`src/design/sps_pkg.sv`:
```
// constants shared by the serial-in parallel-out shifter and its sample fifo
//------------------------------------------------------------------------------
// Overview of operation
// RULE_01: eight stages form a chain; each stage drives its own parallel output.
// RULE_02: on each shift, stages one to seven take the preceding stage's old value.
// RULE_03: stage zero loads the AND of both serial inputs sampled before the edge.
// RULE_04: clear low zeroes all stages at once, ignoring clock and serial inputs.
// RULE_05: either serial input may gate the other; a low gate shifts in zeros.
// RULE_06: with one data input in use, the other input is held high.
// RULE_07: the old stage seven value is dropped on each shift; no serial output.
//------------------------------------------------------------------------------
package sps_pkg;
  localparam int        STAGE_COUNT = 8;
  localparam int        FIFO_DEPTH  = 32;
  localparam logic [7:0] STAGE_RESET = 8'h00;
  localparam int        SYNC_STAGES = 2;
endpackage

```
`src/design/sps_fifo.sv`:
```
// sample fifo with parameter width and depth, valid and ready on both sides
`timescale 1ns/100ps
module sps_fifo #(
  parameter int WIDTH = 1,
  parameter int DEPTH = 32
) (
  // clock and reset
  input  wire logic             clk,
  input  wire logic             arst_n,
  // fill side
  input  wire logic             in_valid,
  output logic                  in_ready,
  input  wire logic [WIDTH-1:0] in_data,
  // drain side
  output logic                  out_valid,
  input  wire logic             out_ready,
  output logic      [WIDTH-1:0] out_data
);
  localparam int AW = $clog2(DEPTH);

  //----------------------------------------------------------------------------
  // elaboration check
  //----------------------------------------------------------------------------
  if (DEPTH < 2 || (1 << AW) != DEPTH || WIDTH < 1) begin : g_bad_param
    $error("sps_fifo: depth must be a power of two of at least two");
  end

  logic [WIDTH-1:0] mem [DEPTH];
  logic [AW:0]      wr_ptr_r;
  logic [AW:0]      rd_ptr_r;
  logic             push;
  logic             pop;

  //----------------------------------------------------------------------------
  // flags
  //----------------------------------------------------------------------------
  // extra pointer bit tells full from empty without a counter
  assign in_ready  = (wr_ptr_r ^ rd_ptr_r) != {1'b1, {AW{1'b0}}};
  assign out_valid = wr_ptr_r != rd_ptr_r;
  assign out_data  = mem[rd_ptr_r[AW-1:0]];
  assign push      = in_valid && in_ready;
  assign pop       = out_valid && out_ready;

  always_ff @(posedge clk) begin
    if (push) begin
      mem[wr_ptr_r[AW-1:0]] <= in_data;
    end
  end

  always_ff @(posedge clk or negedge arst_n) begin
    if (!arst_n) begin
      wr_ptr_r <= '0;
    end else if (push) begin
      wr_ptr_r <= wr_ptr_r + 1'b1;
    end
  end

  always_ff @(posedge clk or negedge arst_n) begin
    if (!arst_n) begin
      rd_ptr_r <= '0;
    end else if (pop) begin
      rd_ptr_r <= rd_ptr_r + 1'b1;
    end
  end

  //----------------------------------------------------------------------------
  // checks
  //----------------------------------------------------------------------------
  fifo_count_a: assert property (@(posedge clk) disable iff (!arst_n)
    (wr_ptr_r - rd_ptr_r) <= (AW+1)'(DEPTH))
    else $error("fifo holds more words than its depth");
endmodule

```
`src/design/sps_shifter.sv`:
```
// serial-in parallel-out eight stage shifter with pin sampling and fifo
`timescale 1ns/100ps
module sps_shifter #(
  parameter int STAGES = sps_pkg::STAGE_COUNT,
  parameter int DEPTH  = sps_pkg::FIFO_DEPTH
) (
  // clock and reset
  input  wire logic              core_clk,
  input  wire logic              reset_n,
  // pins from the driving logic
  input  wire logic              shift_clock,
  input  wire logic              serial_a,
  input  wire logic              serial_b,
  input  wire logic              clear_n,
  input  wire logic              stage_hold,
  // parallel outputs and flow status
  output logic      [STAGES-1:0] stage_outputs,
  output logic                   sample_ready,
  output logic                   sample_lost
);

  //----------------------------------------------------------------------------
  // elaboration check
  //----------------------------------------------------------------------------
  if (STAGES < 2) begin : g_bad_stages
    $error("sps_shifter: at least two stages are needed");
  end
  // every stage takes its clear value from the shared reset word
  if (STAGES > $bits(sps_pkg::STAGE_RESET)) begin : g_bad_width
    $error("sps_shifter: more stages than the reset word covers");
  end

  logic              arst_n;
  logic [1:0]        clr_sync_r;
  logic [1:0]        clk_sync_r;
  logic [1:0]        a_sync_r;
  logic [1:0]        b_sync_r;
  logic [1:0]        hold_sync_r;
  logic              clk_prev_r;
  logic              a_prev_r;
  logic              b_prev_r;
  logic              shift_edge;
  logic              sample_bit;
  logic              fifo_in_ready;
  logic              fifo_out_valid;
  logic              fifo_out_bit;
  logic              stage_pop;
  logic [STAGES-1:0] stage_r;

  //----------------------------------------------------------------------------
  // clear handling
  //----------------------------------------------------------------------------
  // clear asserts at once through the async term; its release reaches the
  // chain unsynchronised, which is safe only because the fifo leaves clear
  // empty, so no stage can move until a synchronised edge is accepted
  // RULE_04: async clear of stages
  assign arst_n = reset_n & clear_n;

  always_ff @(posedge core_clk or negedge arst_n) begin
    if (!arst_n) begin
      clr_sync_r <= 2'h0;
    end else begin
      clr_sync_r <= {clr_sync_r[0], 1'b1};
    end
  end

  //----------------------------------------------------------------------------
  // pin synchronisers
  //----------------------------------------------------------------------------
  always_ff @(posedge core_clk or negedge reset_n) begin
    if (!reset_n) begin
      clk_sync_r  <= 2'h0;
      a_sync_r    <= 2'h0;
      b_sync_r    <= 2'h0;
      hold_sync_r <= 2'h0;
    end else begin
      clk_sync_r  <= {clk_sync_r[0], shift_clock};
      a_sync_r    <= {a_sync_r[0], serial_a};
      b_sync_r    <= {b_sync_r[0], serial_b};
      hold_sync_r <= {hold_sync_r[0], stage_hold};
    end
  end

  always_ff @(posedge core_clk or negedge reset_n) begin
    if (!reset_n) begin
      clk_prev_r <= 1'b0;
      a_prev_r   <= 1'b0;
      b_prev_r   <= 1'b0;
    end else begin
      clk_prev_r <= clk_sync_r[1];
      a_prev_r   <= a_sync_r[1];
      b_prev_r   <= b_sync_r[1];
    end
  end

  //----------------------------------------------------------------------------
  // edge detect and gated serial data
  //----------------------------------------------------------------------------
  // edges seen while clear is held or still releasing are dropped
  assign shift_edge = clk_sync_r[1] && !clk_prev_r && clr_sync_r[1];
  // RULE_03: and of inputs before edge
  // data is taken from the sample one cycle before the edge, which stands in
  // for setup time; RULE_05 and RULE_06 gating falls out of the same and
  assign sample_bit = a_prev_r & b_prev_r;

  //----------------------------------------------------------------------------
  // sample fifo
  //----------------------------------------------------------------------------
  // a held chain lets samples queue; once full further edges are lost
  assign stage_pop = fifo_out_valid && !hold_sync_r[1];

  sps_fifo #(
    .WIDTH (1),
    .DEPTH (DEPTH)
  ) u_fifo (
    .clk       (core_clk),
    .arst_n    (arst_n),
    .in_valid  (shift_edge),
    .in_ready  (fifo_in_ready),
    .in_data   (sample_bit),
    .out_valid (fifo_out_valid),
    .out_ready (stage_pop),
    .out_data  (fifo_out_bit)
  );

  always_ff @(posedge core_clk or negedge arst_n) begin
    if (!arst_n) begin
      sample_ready <= 1'b0;
      sample_lost  <= 1'b0;
    end else begin
      sample_ready <= fifo_in_ready && clr_sync_r[1];
      sample_lost  <= shift_edge && !fifo_in_ready;
    end
  end

  //----------------------------------------------------------------------------
  // stage chain
  //----------------------------------------------------------------------------
  // RULE_01: one flop per stage
  // RULE_03: stage zero takes the gated bit
  always_ff @(posedge core_clk or negedge arst_n) begin
    if (!arst_n) begin
      stage_r[0] <= sps_pkg::STAGE_RESET[0];
    end else if (stage_pop) begin
      stage_r[0] <= fifo_out_bit;
    end
  end

  for (genvar i = 1; i < STAGES; i++) begin : g_stage
    // RULE_02: take preceding stage
    // RULE_07: last stage simply drops its old value
    always_ff @(posedge core_clk or negedge arst_n) begin
      if (!arst_n) begin
        stage_r[i] <= sps_pkg::STAGE_RESET[i];
      end else if (stage_pop) begin
        stage_r[i] <= stage_r[i-1];
      end
    end
  end

  // RULE_01: parallel outputs from flops
  assign stage_outputs = stage_r;

  //----------------------------------------------------------------------------
  // assertions
  //----------------------------------------------------------------------------
  clear_zeroes_a: assert property (@(posedge core_clk) disable iff (!reset_n) // RULE_04
    !clear_n |-> stage_outputs == '0)
    else $error("stages not zero while clear is low");

  chain_shift_a: assert property (@(posedge core_clk) disable iff (!arst_n) // RULE_02
    stage_pop |=> stage_outputs[STAGES-1:1] == $past(stage_outputs[STAGES-2:0]))
    else $error("stage did not take its predecessor");

  stage_load_a: assert property (@(posedge core_clk) disable iff (!arst_n) // RULE_03
    shift_edge && fifo_in_ready && !fifo_out_valid && !hold_sync_r[1]
    |=> stage_pop && fifo_out_bit == ($past(a_prev_r) & $past(b_prev_r)))
    else $error("sampled bit is not the and of both inputs");

  hold_stable_a: assert property (@(posedge core_clk) disable iff (!arst_n) // RULE_07
    !stage_pop |=> $stable(stage_outputs))
    else $error("chain moved without a shift");

  edge_to_stage_a: assert property (@(posedge core_clk) disable iff (!arst_n) // RULE_01
    shift_edge && !fifo_out_valid && !hold_sync_r[1] && !stage_hold
    |=> ##[0:2] stage_pop)
    else $error("sample did not reach the chain in time");

  stage_zero_a: assert property (@(posedge core_clk) disable iff (!arst_n) // RULE_03
    stage_pop |=> stage_outputs[0] == $past(fifo_out_bit))
    else $error("stage zero did not take the queued bit");

  // lost must mark exactly the edges that a full queue refused
  lost_flag_a: assert property (@(posedge core_clk) disable iff (!arst_n)
    shift_edge && !fifo_in_ready |=> sample_lost)
    else $error("refused edge was not flagged as lost");

  lost_quiet_a: assert property (@(posedge core_clk) disable iff (!arst_n)
    !shift_edge || fifo_in_ready |=> !sample_lost)
    else $error("lost flag raised without a refused edge");

  // an empty queue can always take a sample once clear has settled
  ready_flag_a: assert property (@(posedge core_clk) disable iff (!arst_n)
    !fifo_out_valid && clr_sync_r[1] |=> sample_ready)
    else $error("empty queue not reported ready");

  shift_seen_c: cover property (@(posedge core_clk) disable iff (!arst_n)
    stage_pop && fifo_out_bit);
  fifo_full_c: cover property (@(posedge core_clk) disable iff (!arst_n)
    shift_edge && !fifo_in_ready);
  clear_mid_c: cover property (@(posedge core_clk) disable iff (!reset_n)
    stage_outputs != '0 ##1 !clear_n);
  hold_drain_c: cover property (@(posedge core_clk) disable iff (!arst_n)
    hold_sync_r[1] ##1 !hold_sync_r[1] && stage_pop);
endmodule

```
`config.mk`:
```
export PLATFORM = sky130hd
export DESIGN_NAME = sps_shifter
export DESIGN_NICKNAME = d
export VERILOG_FILES = /design/src/design/sps_pkg.sv /design/src/design/sps_fifo.sv /design/src/design/sps_shifter.sv
export SDC_FILE = /design/constraint.sdc
export NUM_CORES = 1
export LEC_CHECK = 0
export ABC_CLOCK_PERIOD_IN_PS = 2900
export BUFFER_PORTS_ARGS = -buffer_cell sky130_fd_sc_hd__buf_2
export CAP_MARGIN = 30
export CORE_MARGIN = 2
export CORE_UTILIZATION = 30
export DETAILED_ROUTE_END_ITERATION = 8
export GPL_TIMING_DRIVEN = 1
export PLACE_DENSITY = 0.45
export SLEW_MARGIN = 40
export SYNTH_ARGS = -nofsm -noshare
export SYNTH_HDL_FRONTEND = slang
export SYNTH_HIERARCHICAL = 1
export SYNTH_SLANG_ARGS = --single-unit
```
`constraint.sdc`:
```
create_clock -name core_clk -period 2.9 [get_ports core_clk]
set_clock_uncertainty 0.1 [all_clocks]
set_input_delay 0.58 -clock core_clk [delete_from_list [all_inputs] [get_ports core_clk]]
set_output_delay 0.58 -clock core_clk [all_outputs]
set_load 0.1 [all_outputs]
```
### After elaboration in Yosys (flattened, before gate mapping)

Memory sizes are Yosys's and may differ from the RTL's. A register that Yosys moved wholly into a read port is not among the register bits.
Index checks and enable logic that the tools add are counted.

| word-level totals | value |
|---|---|
| RAM bits | 32 |
| memories kept | 1 |
| output and inout port bits | 10 |
| logic and storage cells | 40 |
| flip-flop bits (word level) | 34 |

| operators by class | value |
|---|---|
| multiplexer cells | 2 |
| bitwise operators | 3 |
| equal/unequal tests | 2 |
| reductions and logical operators | 11 |
| $add $sub $neg | 2 |

Memories:

| name | depth | bits a word | rd ports | clocked after Yosys merged registers in | write ports | line | RTL |
|---|---|---|---|---|---|---|---|
| u_fifo.mem | 32 | 1 | 1 | 1 | 1 | sps_fifo.sv:28 | `logic [WIDTH-1:0] mem [DEPTH];` |

Operator list:

| operator | number |
|---|---|
| $add 6x1->6 const B | 2 |
| $logic_and 1x1->1 | 7 |
| $ne 6x6->1 | 1 |
| $ne 6x6->1 const B | 1 |
| $xor 6x6->6 | 1 |
| $logic_not 1->1 | 4 |
| $and 1x1->1 | 2 |
| $mux 1 | 2 |

### Longest topological paths before layout

Gate-level depths: netlist (run 1).

| logic depth | value |
|---|---|
| word-level depth | 6 |
| depth in mapped cells | 9 |
| gate-level depth less buffers | 7 |

### By module

Netlist (run 1), hierarchy kept.

Modules (own cells, without submodules):

| module | cells each | sequential area each (µm²) | times used | area an instance (µm²) |
|---|---|---|---|---|
| sps_fifo | 181 | 1261.2 | 1 | 2137.0 |
| sps_shifter | 39 | 575.6 | 1 | 767.0 |

### Least setup slack after synthesis (run 1)

Ideal clock, no wire load.

| timing | value |
|---|---|
| path type | flip-flop to flip-flop |
| from | register u_fifo.rd_ptr_r[1] |
| to | register u_fifo.rd_ptr_r[1] |
| arrival | 1.886 ns |
| library setup time | 0.125 ns |
| buffers on the path | 2 |
| cell stages (with the launch flop) | 9 |
| slack | 0.789 ns |
| path through | dfrtp_1 -> buf_2 -> xnor2_1 -> nand3_1 -> or2_2 -> nor2b_4 -> buf_12 -> o21ai_1 -> mux2_2 |

| between the ends | value |
|---|---|
| cells in the longest elaborated chain, start to end | 3 |
| elaborated cells on any way between the ends | 4 |

RTL lines:

| element | line | RTL |
|---|---|---|
| start, declared | sps_fifo.sv:30 | `logic [AW:0] rd_ptr_r;` |
| start signal, assigned | sps_fifo.sv:62 | `rd_ptr_r <= rd_ptr_r + 1'b1;` |
| $ne 6x6->1 | sps_fifo.sv:39 | `assign out_valid = wr_ptr_r != rd_ptr_r;` |
| via fifo_out_valid | sps_shifter.sv:45 | `logic fifo_out_valid;` |
| $logic_and 1x1->1 | sps_shifter.sv:110 | `assign stage_pop = fifo_out_valid && !hold_sync_r[1];` |
| via stage_pop | sps_shifter.sv:47 | `logic stage_pop;` |
| $logic_and 1x1->1 | sps_fifo.sv:42 | `assign pop = out_valid && out_ready;` |

The timed path passes the listed nets, and every way through them passes these cells.
A chain may end at the register's enable or synchronous reset.

### Final worst setup path (run 1)

| timing | value |
|---|---|
| from | register u_fifo.wr_ptr_r[3] |
| to | register u_fifo.rd_ptr_r[1] |

| between the ends | value |
|---|---|
| cells in the longest elaborated chain, start to end | 3 |

RTL lines:

| element | line | RTL |
|---|---|---|
| start, declared | sps_fifo.sv:29 | `logic [AW:0] wr_ptr_r;` |
| start signal, assigned | sps_fifo.sv:54 | `wr_ptr_r <= wr_ptr_r + 1'b1;` |
| $ne 6x6->1 (*) | sps_fifo.sv:39 |  |
| via fifo_out_valid | sps_shifter.sv:45 |  |
| $logic_and 1x1->1 | sps_shifter.sv:110 |  |
| $logic_and 1x1->1 (*) | sps_fifo.sv:42 |  |

Mark *: on every way through the listed nets, which the timed path passes. The rest lies on a longest branch.

==> results of run 1 <==
[layer usage]
metal  up-vias  share of wire, %
met4         0               1.7
met2        22                46
met3         9               2.9
met5         -                 0
met1       860                49
li1        811                 -
[registers in the layout, indices dropped and copies added (netlist names)]
name / cells
b_prev_r: 1
sample_lost: 1
clk_sync_r: 2
clr_sync_r: 2
stage_outputs: 8
a_prev_r: 1
sample_ready: 1
u_fifo/mem: 32
u_fifo/wr_ptr_r: 6
u_fifo/rd_ptr_r: 6
clk_prev_r: 1
a_sync_r: 2
b_sync_r: 2
hold_sync_r: 2
[critical path, stage by stage (launching register included)]
cell     delay, ns
dfrtp_1       0.55
xnor2_1       0.29
nand3_1       0.12
or2_2         0.30
nor2b_4       0.19
o21ai_1       0.25
mux2_2        0.38
[final cells by class]
cell class,instances,area (sq um)
Inverter,2,7.51
Sequential cell,67,1840
Multi-Input combinational cell,140,982
Fill cell,910,6000
Clock inverter,4,53.8
Tap cell,129,161
Clock buffer,12,176
Timing Repair Buffer,20,113
[power groups by stage]
stage | clock network [uW] | logic, uW | registers, uW
2_1_floorplan | 0 | 780 | 1680
3_3_place_gp | 0 | 1330 | 1360
3_5_place_dp | 0 | 1320 | 1370
4_1_cts | 884 | 1320 | 1350
5_1_grt | 929 | 1410 | 1390
6_report | 857 | 1310 | 1360
[cells in the final DEF (no fill, tap or decap), types with 4 or more instances in the layout]
| cell | count |
|---|---|
| a211oi_1 | 5 |
| buf_2 | 16 |
| clkbuf_8 | 11 |
| dfrtp_1 | 35 |
| edfxtp_1 | 32 |
| ha_1 | 5 |
| mux2_4 | 8 |
| mux2i_1 | 12 |
| nand2_1 | 6 |
| nand3_1 | 9 |
| nand4_1 | 4 |
| nor2_1 | 37 |
| nor2b_1 | 6 |
| xnor2_1 | 12 |
| xor2_1 | 4 |
[per-stage QoR]
step / std cells / setup slack (ns)
after floorplan: 220 / 0.789
after detailed placement: 357 / 0.646
after global routing: 374 / 0.380
after CTS: 374 / 0.620
final: 374 / 0.616
after global placement: 357 / 0.671
[synthesized netlist by cell type, drive strengths merged (2+ instances only)]
cell type	count	area (sq um)
a211oi	5	37.5
a221oi	2	17.5
and2	3	18.8
and3	2	12.5
buf	8	66.3
clkbuf	3	11.3
dfrtp	35	876
edfxtp	32	961
ha	5	62.6
inv	2	7.51
mux2	9	131
mux2i	12	120
nand2	10	52.6
nand3	9	45.0
nand3b	3	22.5
nand4	4	25.0
nand4b	2	17.5
nor2	37	139
nor2b	7	51.3
o21ai	2	10.0
or3	2	12.5
xnor2	12	105
xor2	4	35.0
[logic make-up (layout without fill, tap and decap cells)]
family                   Yosys count  in the layout
flip-flops                        67             67
other                              1              1
buffers and inverters             13             38
XOR/XNOR                          16             16
AND/OR/NAND/NOR                   84             84
multiplexers                      21             21
adder cells (fa/ha/maj)            5              5
AO/OA/AOI/OAI                     13             13
[worst min path at each step]
stage	end	slack, ns	cells after the start
2_1_floorplan	a_prev_r	0.18	0
3_3_place_gp	b_prev_r	0.23	0
3_5_place_dp	b_prev_r	0.24	0
4_1_cts	u_fifo/rd_ptr_r[5]	0.21	3
5_1_grt	a_sync_r[0]	0.21	1
6_report	clr_sync_r[1]	0.21	3
==> results.cfg, run 1 <==
[run_status]
status = completed

[power]
p_seq_share_pct = 38.5
total_power_uw = 3520
p_per_area_nw_per_um2 = 1060
ir_drop_mv = 0.370
p_sw_share_pct = 41.0
p_clk_share_pct = 24.4
p_sw_uw = 1440
leakage_uw = 0.00131
p_comb_share_pct = 37.1
internal_power_uw = 2080

[clock_tree]
cts_max_level = 3
clkSinkCount = 67
cts_setup_buffers = 0
tritoncts = built
cts_buffers = 9
cts.repair.resized = 0
cts_root_buffer = clkbuf_8
insertion_delay_ns = 0.35
holdBufCountCts = 1
path_clk_slew_ns = 0.08
clock_path_buffers = 2

[routing]
detail_route.iter0.violations = 87
dr.pass1.iters = 4
vias_per_cell = 4.55
totalWireLength_microns = 5400
route.vias.total = 1702
wl_per_cell_microns = 14.4
ant_nets = 0
drc_errors = 0

[grt]
grt_max_degree = 33
globalRouteMet2Util_pct = 17.3
antenna_found_initial = 0
gr-total-overflow = 0
grt_use_total_pct = 11.5
grt_pass1_wl_microns = 8670
met1_usage_pct = 15.1
use_met3_pct = 2.87
grt-busiest-layer = met2
grt_pass1_vias = 1684

[critical_path]
cp.arrival_ns = 2.42
r2r_start = u_fifo/wr_ptr_r[3]
critical_path.max_fanout = 12
worstReg2RegEnd = u_fifo/rd_ptr_r[1]
cp_data_required_time_ns = 3.03
r2r_cells = 6
cp-start-kind = flip-flop
worstSetupEndpoint = u_fifo/rd_ptr_r[1]
setup.worst_path.start = u_fifo/wr_ptr_r[3]
rrSetupSlack_ns = 0.62
critPathKind = flip-flop to flip-flop
end_kind = flip-flop

[yosys]
syn_area_sq_um = 2900
seq_area_frac_synth_pct = 63.2
syn-num-nets = 232
synth_compound_gate_area_share_pct = 3.19
yosys_most_used_dff = dfrtp_1
syn_avg_cell_area_sq_um = 13.2
yosysUniqueCellTypes = 41
synth_mux_area_share_pct = 8.66
syn_inst = 220
synth_edf_count = 32
yosys.area_share.adder_pct = 2.15
synth_top_family_by_area = simple AND/OR/NAND/NOR gates
ys_warn_count = 6
synth_seq_cells = 67
synth_simple_gate_area_share_pct = 14.9
ys_async_sr_fraction_pct = 52.2
synth_xor_area_share_pct = 4.83

[cells_and_area]
area_growth_pct = 14.7
drive_gt1_share_pct = 20.8
fin_area_sq_um = 3330
layout.nets = 252
antenna_cells = 0
utilization_pct = 35.7

[die]
num_rows = 35
dieArea_sq_um = 10500
io_pins = 17
core_sq_um = 9330
initial_core_util_pct = 31.1
die_h_microns = 102
die_w_microns = 102

[sta]
fin_tns_setup_ns = 0
setup_viol = 0
finalHoldWorstSlack_ns = 0.207
rsz0062_at_grt = no
hold_violations = 0
min_period_ns = 2.28
max_freq_mhz = 438
maxSlewViolCount = 0
fin_crit_sh_pct = 78.7

[placement]
placed_area_sq_um = 3090
io_buffers = 16
dp_hpwl_microns = 3480
place_congestion = 0.718

[min_path]
hp-class = input pin to asynchronous set/reset pin

[job]
maxCapViolCount = 0
(Power assumes the default switching activity.)
==> run 2: changes to the inputs <==
--- a/config.mk
+++ b/config.mk
@@ -5,14 +5,15 @@
 export SDC_FILE = /design/constraint.sdc
 export NUM_CORES = 1
 export LEC_CHECK = 0
-export ABC_CLOCK_PERIOD_IN_PS = 2900
+export ABC_AREA = 1
+export ABC_CLOCK_PERIOD_IN_PS = 2100
 export BUFFER_PORTS_ARGS = -buffer_cell sky130_fd_sc_hd__buf_2
 export CAP_MARGIN = 30
 export CORE_MARGIN = 2
 export CORE_UTILIZATION = 30
 export DETAILED_ROUTE_END_ITERATION = 8
 export GPL_TIMING_DRIVEN = 1
-export PLACE_DENSITY = 0.45
+export PLACE_DENSITY = 0.47
 export SLEW_MARGIN = 40
 export SYNTH_ARGS = -nofsm -noshare
 export SYNTH_HDL_FRONTEND = slang
==> constraint.sdc (replaced) <==
create_clock -name core_clk -period 2.1 [get_ports core_clk]
set_clock_uncertainty 0.1 [all_clocks]
set_input_delay 0.42 -clock core_clk [delete_from_list [all_inputs] [get_ports core_clk]]
set_output_delay 0.42 -clock core_clk [all_outputs]
set_load 0.1 [all_outputs]
==> results.cfg, run 2 <==
[run_status]
status = completed

[yosys]
synth_area_leader_cell = edfxtp_1
synth_seq_cells = 67
ys_warn_count = 6
yosys-top-cells-count = 96 x nand2_1, 45 x nand3_1, 35 x dfrtp_1, 34 x inv_1
synth_edf_count = 32
syn-num-nets = 345
yosys_most_used_dff = dfrtp_1
yosysUniqueCellTypes = 26
syn_avg_cell_area_sq_um = 9.42
syn_area_sq_um = 3140
yosysMostFrequentCell = nand2_1
synth_top_area_share_pct = 30.6
synth_area_leaders = edfxtp_1 31%, dfrtp_1 28%, nand2_1 11%
ys_async_sr_fraction_pct = 52.2
syn_inst = 333
seq_area_frac_synth_pct = 58.6

[routing]
dr.pass1.iters = 4
drc_errors = 0
ant_nets = 0
route.vias.total = 2232
vias_per_cell = 4.45
wl_per_cell_microns = 13.5
totalWireLength_microns = 6770
detail_route.iter0.violations = 82

[die]
initial_core_util_pct = 30.6
io_pins = 17
die_h_microns = 106
num_rows = 37
dieArea_sq_um = 11300
core_sq_um = 10200
die_w_microns = 106

[critical_path]
cp-start-kind = flip-flop
max_stage_delay_ns = 0.46
critical_path.max_fanout = 9
cpMaxStageDelayCell = dfrtp_1
cp_cell_sequence = xor2_1, nor2_1, nand3_2, nand2_8, inv_1, nand2_1, nand2_1, nand2_1
critPathMostFrequentCell = nand2_1
cp_data_required_time_ns = 2.29
critPathKind = flip-flop to flip-flop
end_kind = flip-flop
cp.arrival_ns = 2.01

[cells_and_area]
nFillCells = 1039
layout.nets = 374
fin_area_sq_um = 3610
mostFrequentLayoutCells = 96 x nand2_1, 45 x nand3_1, 35 x dfrtp_1, 34 x inv_1
antenna_cells = 0
largest_reg_flops = 32
drive_gt1_share_pct = 14.8
layout_commonest_cell = nand2_1
area_growth_pct = 15.0

[clock_tree]
holdBufCountCts = 1
cts.repair.resized = 0
cts_setup_buffers = 0
cts_buffers = 9
cts_root_buffer = clkbuf_8
tritoncts = built
cts_max_level = 3
clkSinkCount = 67
clock_path_buffers = 2
insertion_delay_ns = 0.35
path_clk_slew_ns = 0.08

[sta]
tightestPinTransition_ns = 0.510
rsz0062_at_grt = no
maxSlewViolCount = 0
min_period_ns = 1.82
fin_crit_sh_pct = 86.5
relSlewSlack_pct = 66.0
layout_setup_ws_ns = 0.283
fin_tns_setup_ns = 0
setup_viol = 0
finalHoldWorstSlack_ns = 0.0113
hold_violations = 0
max_freq_mhz = 550

[grt]
gr-total-overflow = 0
antenna_found_initial = 0
grt_use_total_pct = 13.3
grt_max_degree = 33
grt_pass1_vias = 2284
grt_pass1_wl_microns = 11500

[min_path]
hp-class = input pin to asynchronous set/reset pin

[power]
p_per_area_nw_per_um2 = 1270
total_power_uw = 4590
ir_drop_mv = 0.497
leakage_uw = 0.00164

[placement]
place_ws_ns = 0.281
dp_hpwl_microns = 4430
place_congestion = 0.786
placed_area_sq_um = 3420
io_buffers = 16

[job]
maxCapViolCount = 0
[run 2: routing by layer]
layer	GRT usage, %	up-vias	share of wire, %
li1	-	1140	-
met1	17.0	1057	47
met2	21.1	26	48
met3	3.19	9	2.7
met4	6.58	0	1.9
met5	0	-	0
[run 2: final timing paths]
| check | startpoint | end | slack (ns) | cells past startpoint |
|---|---|---|---|---|
| worst max-delay path | u_fifo/wr_ptr_r[1] | u_fifo/rd_ptr_r[5] | 0.28 | 8 |
| worst min register to register | b_sync_r[1] | b_prev_r | 0.25 | 0 |
| max in group asynchronous | reset_n | u_fifo/rd_ptr_r[0] | 0.67 | 5 |
| min in group core_clk | serial_a | a_sync_r[0] | 0.08 | 1 |
| worst max register to register | u_fifo/wr_ptr_r[1] | u_fifo/rd_ptr_r[5] | 0.28 | 8 |
| worst min-delay path | clear_n | u_fifo/wr_ptr_r[2] | 0.01 | 3 |
[run 2: final cells by class]
cell class,instances,area [sq um],share of cell area [%]
repair buffers,31,208,5.76
multi-input cells,214,1070,29.6
clock buffers,10,149,4.13
well taps,136,170,4.72
clock inverters,5,26.3,0.729
flip-flops and latches,67,1840,50.9
inverters,39,149,4.13
[run 2: per-stage QoR]
stage / utilization, % / instances
after floorplan: - / 333
after global placement: 33.4 / 486
after detailed placement: 33.4 / 486
after CTS: 35.2 / 502
after global routing: 35.2 / 502
final: 35.2 / 502
[run 2: critical path, delay by kind of cell (launching register included)]
family        cells  cell delay, ns
buf+inv           1            0.12
simple gates      6            0.90
xor+xnor          1            0.19
flops             1            0.46
[run 2: power by group]
group / switching, uW / total, uW / leakage, uW / internal [uW]
Sequential: 163 / 1690 / 0.000735 / 1530
Clock: 502 / 988 / 0.0000971 / 486
Combinational: 1420 / 1910 / 0.000805 / 491
Total: 2080 / 4590 / 0.00164 / 2510
[run 2: logic make-up (layout without fill, tap and decap cells)]
family / count (synthesis) / after routing / share of synthesized area [%]
and+or+nand+nor: 190 / 190 / 27.4
DFF: 67 / 67 / 58.6
buffers and inverters: 52 / 85 / 7.38
xor gates and xnor gates: 13 / 13 / 3.63
adders and majority gates: 5 / 5 / 2.00
AOI/OAI and AO/OA: 5 / 5 / 0.878
other: 1 / 1 / 0.120
==> run 3: changes to the inputs <==
--- a/config.mk
+++ b/config.mk
@@ -7,13 +7,13 @@
 export LEC_CHECK = 0
 export ABC_AREA = 1
 export ABC_CLOCK_PERIOD_IN_PS = 2100
-export BUFFER_PORTS_ARGS = -buffer_cell sky130_fd_sc_hd__buf_2
 export CAP_MARGIN = 30
 export CORE_MARGIN = 2
 export CORE_UTILIZATION = 30
 export DETAILED_ROUTE_END_ITERATION = 8
+export DONT_BUFFER_PORTS = 1
 export GPL_TIMING_DRIVEN = 1
-export PLACE_DENSITY = 0.47
+export PLACE_DENSITY = 0.45
 export SLEW_MARGIN = 40
 export SYNTH_ARGS = -nofsm -noshare
 export SYNTH_HDL_FRONTEND = slang
==> results.cfg, run 3 (same netlist as run 2, synthesis figures left out) <==
[critical_path]
critical_path.max_fanout = 9
max_stage_delay_ns = 0.52
worst-path-stages = 8
r2r_start = u_fifo/wr_ptr_r[4]
cp-start-kind = flip-flop
cp.arrival_ns = 1.98
cpMaxStageDelayCell = dfrtp_1
rrSetupSlack_ns = 0.26
cp_data_required_time_ns = 2.24
critPathMostFrequentCell = nand2_1
r2r_cells = 8
cp_cell_sequence = xor2_1, nor2_1, nand3_2, nand2_8, inv_1, nand2_1, nand2_1, nand2_1
worstReg2RegEnd = u_fifo/rd_ptr_r[3]
end_kind = flip-flop
critPathKind = flip-flop to flip-flop
cp.buffers_inverters = 1
crit_family = simple AND/OR/NAND/NOR gates

[sta]
fin_tns_setup_ns = 0
maxSlewViolCount = 0
rsz0062_at_grt = no
min_period_ns = 1.84
setup_viol = 0
max_freq_mhz = 543
hold_violations = 0
fin_crit_sh_pct = 87.6

[die]
core_sq_um = 10200
initial_core_util_pct = 30.6
io_pins = 17
die_h_microns = 106
dieArea_sq_um = 11300
num_rows = 37
die_w_microns = 106

[routing]
wl_per_cell_microns = 13.6
totalWireLength_microns = 6810
ant_nets = 0
drc_errors = 0
dr.pass1.iters = 4
vias_per_cell = 4.51
route.vias.total = 2254
detail_route.iter0.violations = 111

[clock_tree]
cts.repair.resized = 0
cts_buffers = 9
insertion_delay_ns = 0.35
tritoncts = built
clkSinkCount = 67
cts_root_buffer = clkbuf_8
clock_path_buffers = 2
cts_max_level = 3
holdBufCountCts = 6
cts_setup_buffers = 0
path_clk_slew_ns = 0.08

[run_status]
status = completed

[grt]
grt_pass1_wl_microns = 11500
grt_use_total_pct = 13.3
gr-total-overflow = 0
grt_max_degree = 40
antenna_found_initial = 0
grt_pass1_vias = 2208

[min_path]
hold_start = a_sync_r[0]
min_to = a_sync_r[1]
hp-class = flip-flop to flip-flop
whs_path_depth = 0

[power]
leakage_uw = 0.00166
p_per_area_nw_per_um2 = 1320
ir_drop_mv = 0.527

[cells_and_area]
drive_gt1_share_pct = 12.9
mostFrequentLayoutCells = 96 x nand2_1, 45 x nand3_1, 35 x dfrtp_1, 34 x inv_1
antenna_cells = 0
largest_reg_flops = 32
layout_commonest_cell = nand2_1
fin_area_sq_um = 3700
area_growth_pct = 17.9
layout.nets = 371

[job]
maxCapViolCount = 0

[placement]
placed_area_sq_um = 3400
dp_hpwl_microns = 4400
io_buffers = 0
place_congestion = 0.780
==> run 3: cell types whose count changed in the layout (fill, tap and decap cells not counted) <==
cell           previous run  this run
buf_4                    13        21
clkbuf_16                 1         2
buf_2                    16         0
clkinv_2                  4         0
inv_6                     0         2
dlygate4sd3_1             1         6
bufinv_16                 0         1
clkinv_4                  0         1
==> run 3: layout make-up <==
type | instances | area (sq um)
Sequential cell | 67 | 1840
Clock inverter | 5 | 62.6
Timing Repair Buffer | 28 | 238
Fill cell | 1034 | 6530
Multi-Input combinational cell | 214 | 1070
Inverter | 39 | 149
Tap cell | 136 | 170
Clock buffer | 11 | 174
==> run 3: layer usage <==
| layer | vias up | share of wire [%] | global-route usage (%) |
|---|---|---|---|
| met5 | - | 0 | 0 |
| met4 | 0 | 2.9 | 7.14 |
| met3 | 14 | 4.8 | 3.07 |
| met2 | 39 | 46 | 20.1 |
| met1 | 1062 | 46 | 17.7 |
| li1 | 1139 | - | - |
==> run 3: worst max-delay path by stage <==
| stage | startpoint | endpoint |
|---|---|---|
| after CTS | u_fifo/wr_ptr_r[1] | u_fifo/rd_ptr_r[3] |
| final | u_fifo/wr_ptr_r[4] | u_fifo/rd_ptr_r[3] |
| after floorplan | u_fifo/rd_ptr_r[2] | u_fifo/mem[15] |
| after global placement | u_fifo/wr_ptr_r[1] | u_fifo/rd_ptr_r[2] |
| after global routing | u_fifo/wr_ptr_r[1] | u_fifo/rd_ptr_r[5] |
| after detailed placement | u_fifo/wr_ptr_r[1] | u_fifo/rd_ptr_r[5] |
==> run 3: power breakdown <==
part | total, uW | switching, uW | internal, uW
Combinational | 1980 | 1460 | 521
Clock | 1250 | 541 | 704
Sequential | 1660 | 134 | 1530
Total | 4890 | 2130 | 2750
==> run 3: stage by stage <==
| step | setup WS (ns) | total power [uW] | hold WS (ns) | util (%) | cells |
|---|---|---|---|---|---|
| floorplan | 0.365 | 3150 | 0.0244 | - | 333 |
| global placement | 0.280 | 3670 | 0.0246 | 33.2 | 478 |
| detailed placement | 0.299 | 3670 | 0.0246 | 33.2 | 478 |
| CTS | 0.262 | 4960 | 0.255 | 36.1 | 500 |
| global route | 0.0432 | 5200 | 0.257 | 36.1 | 500 |
| finish | 0.260 | 4890 | 0.251 | 36.1 | 500 |
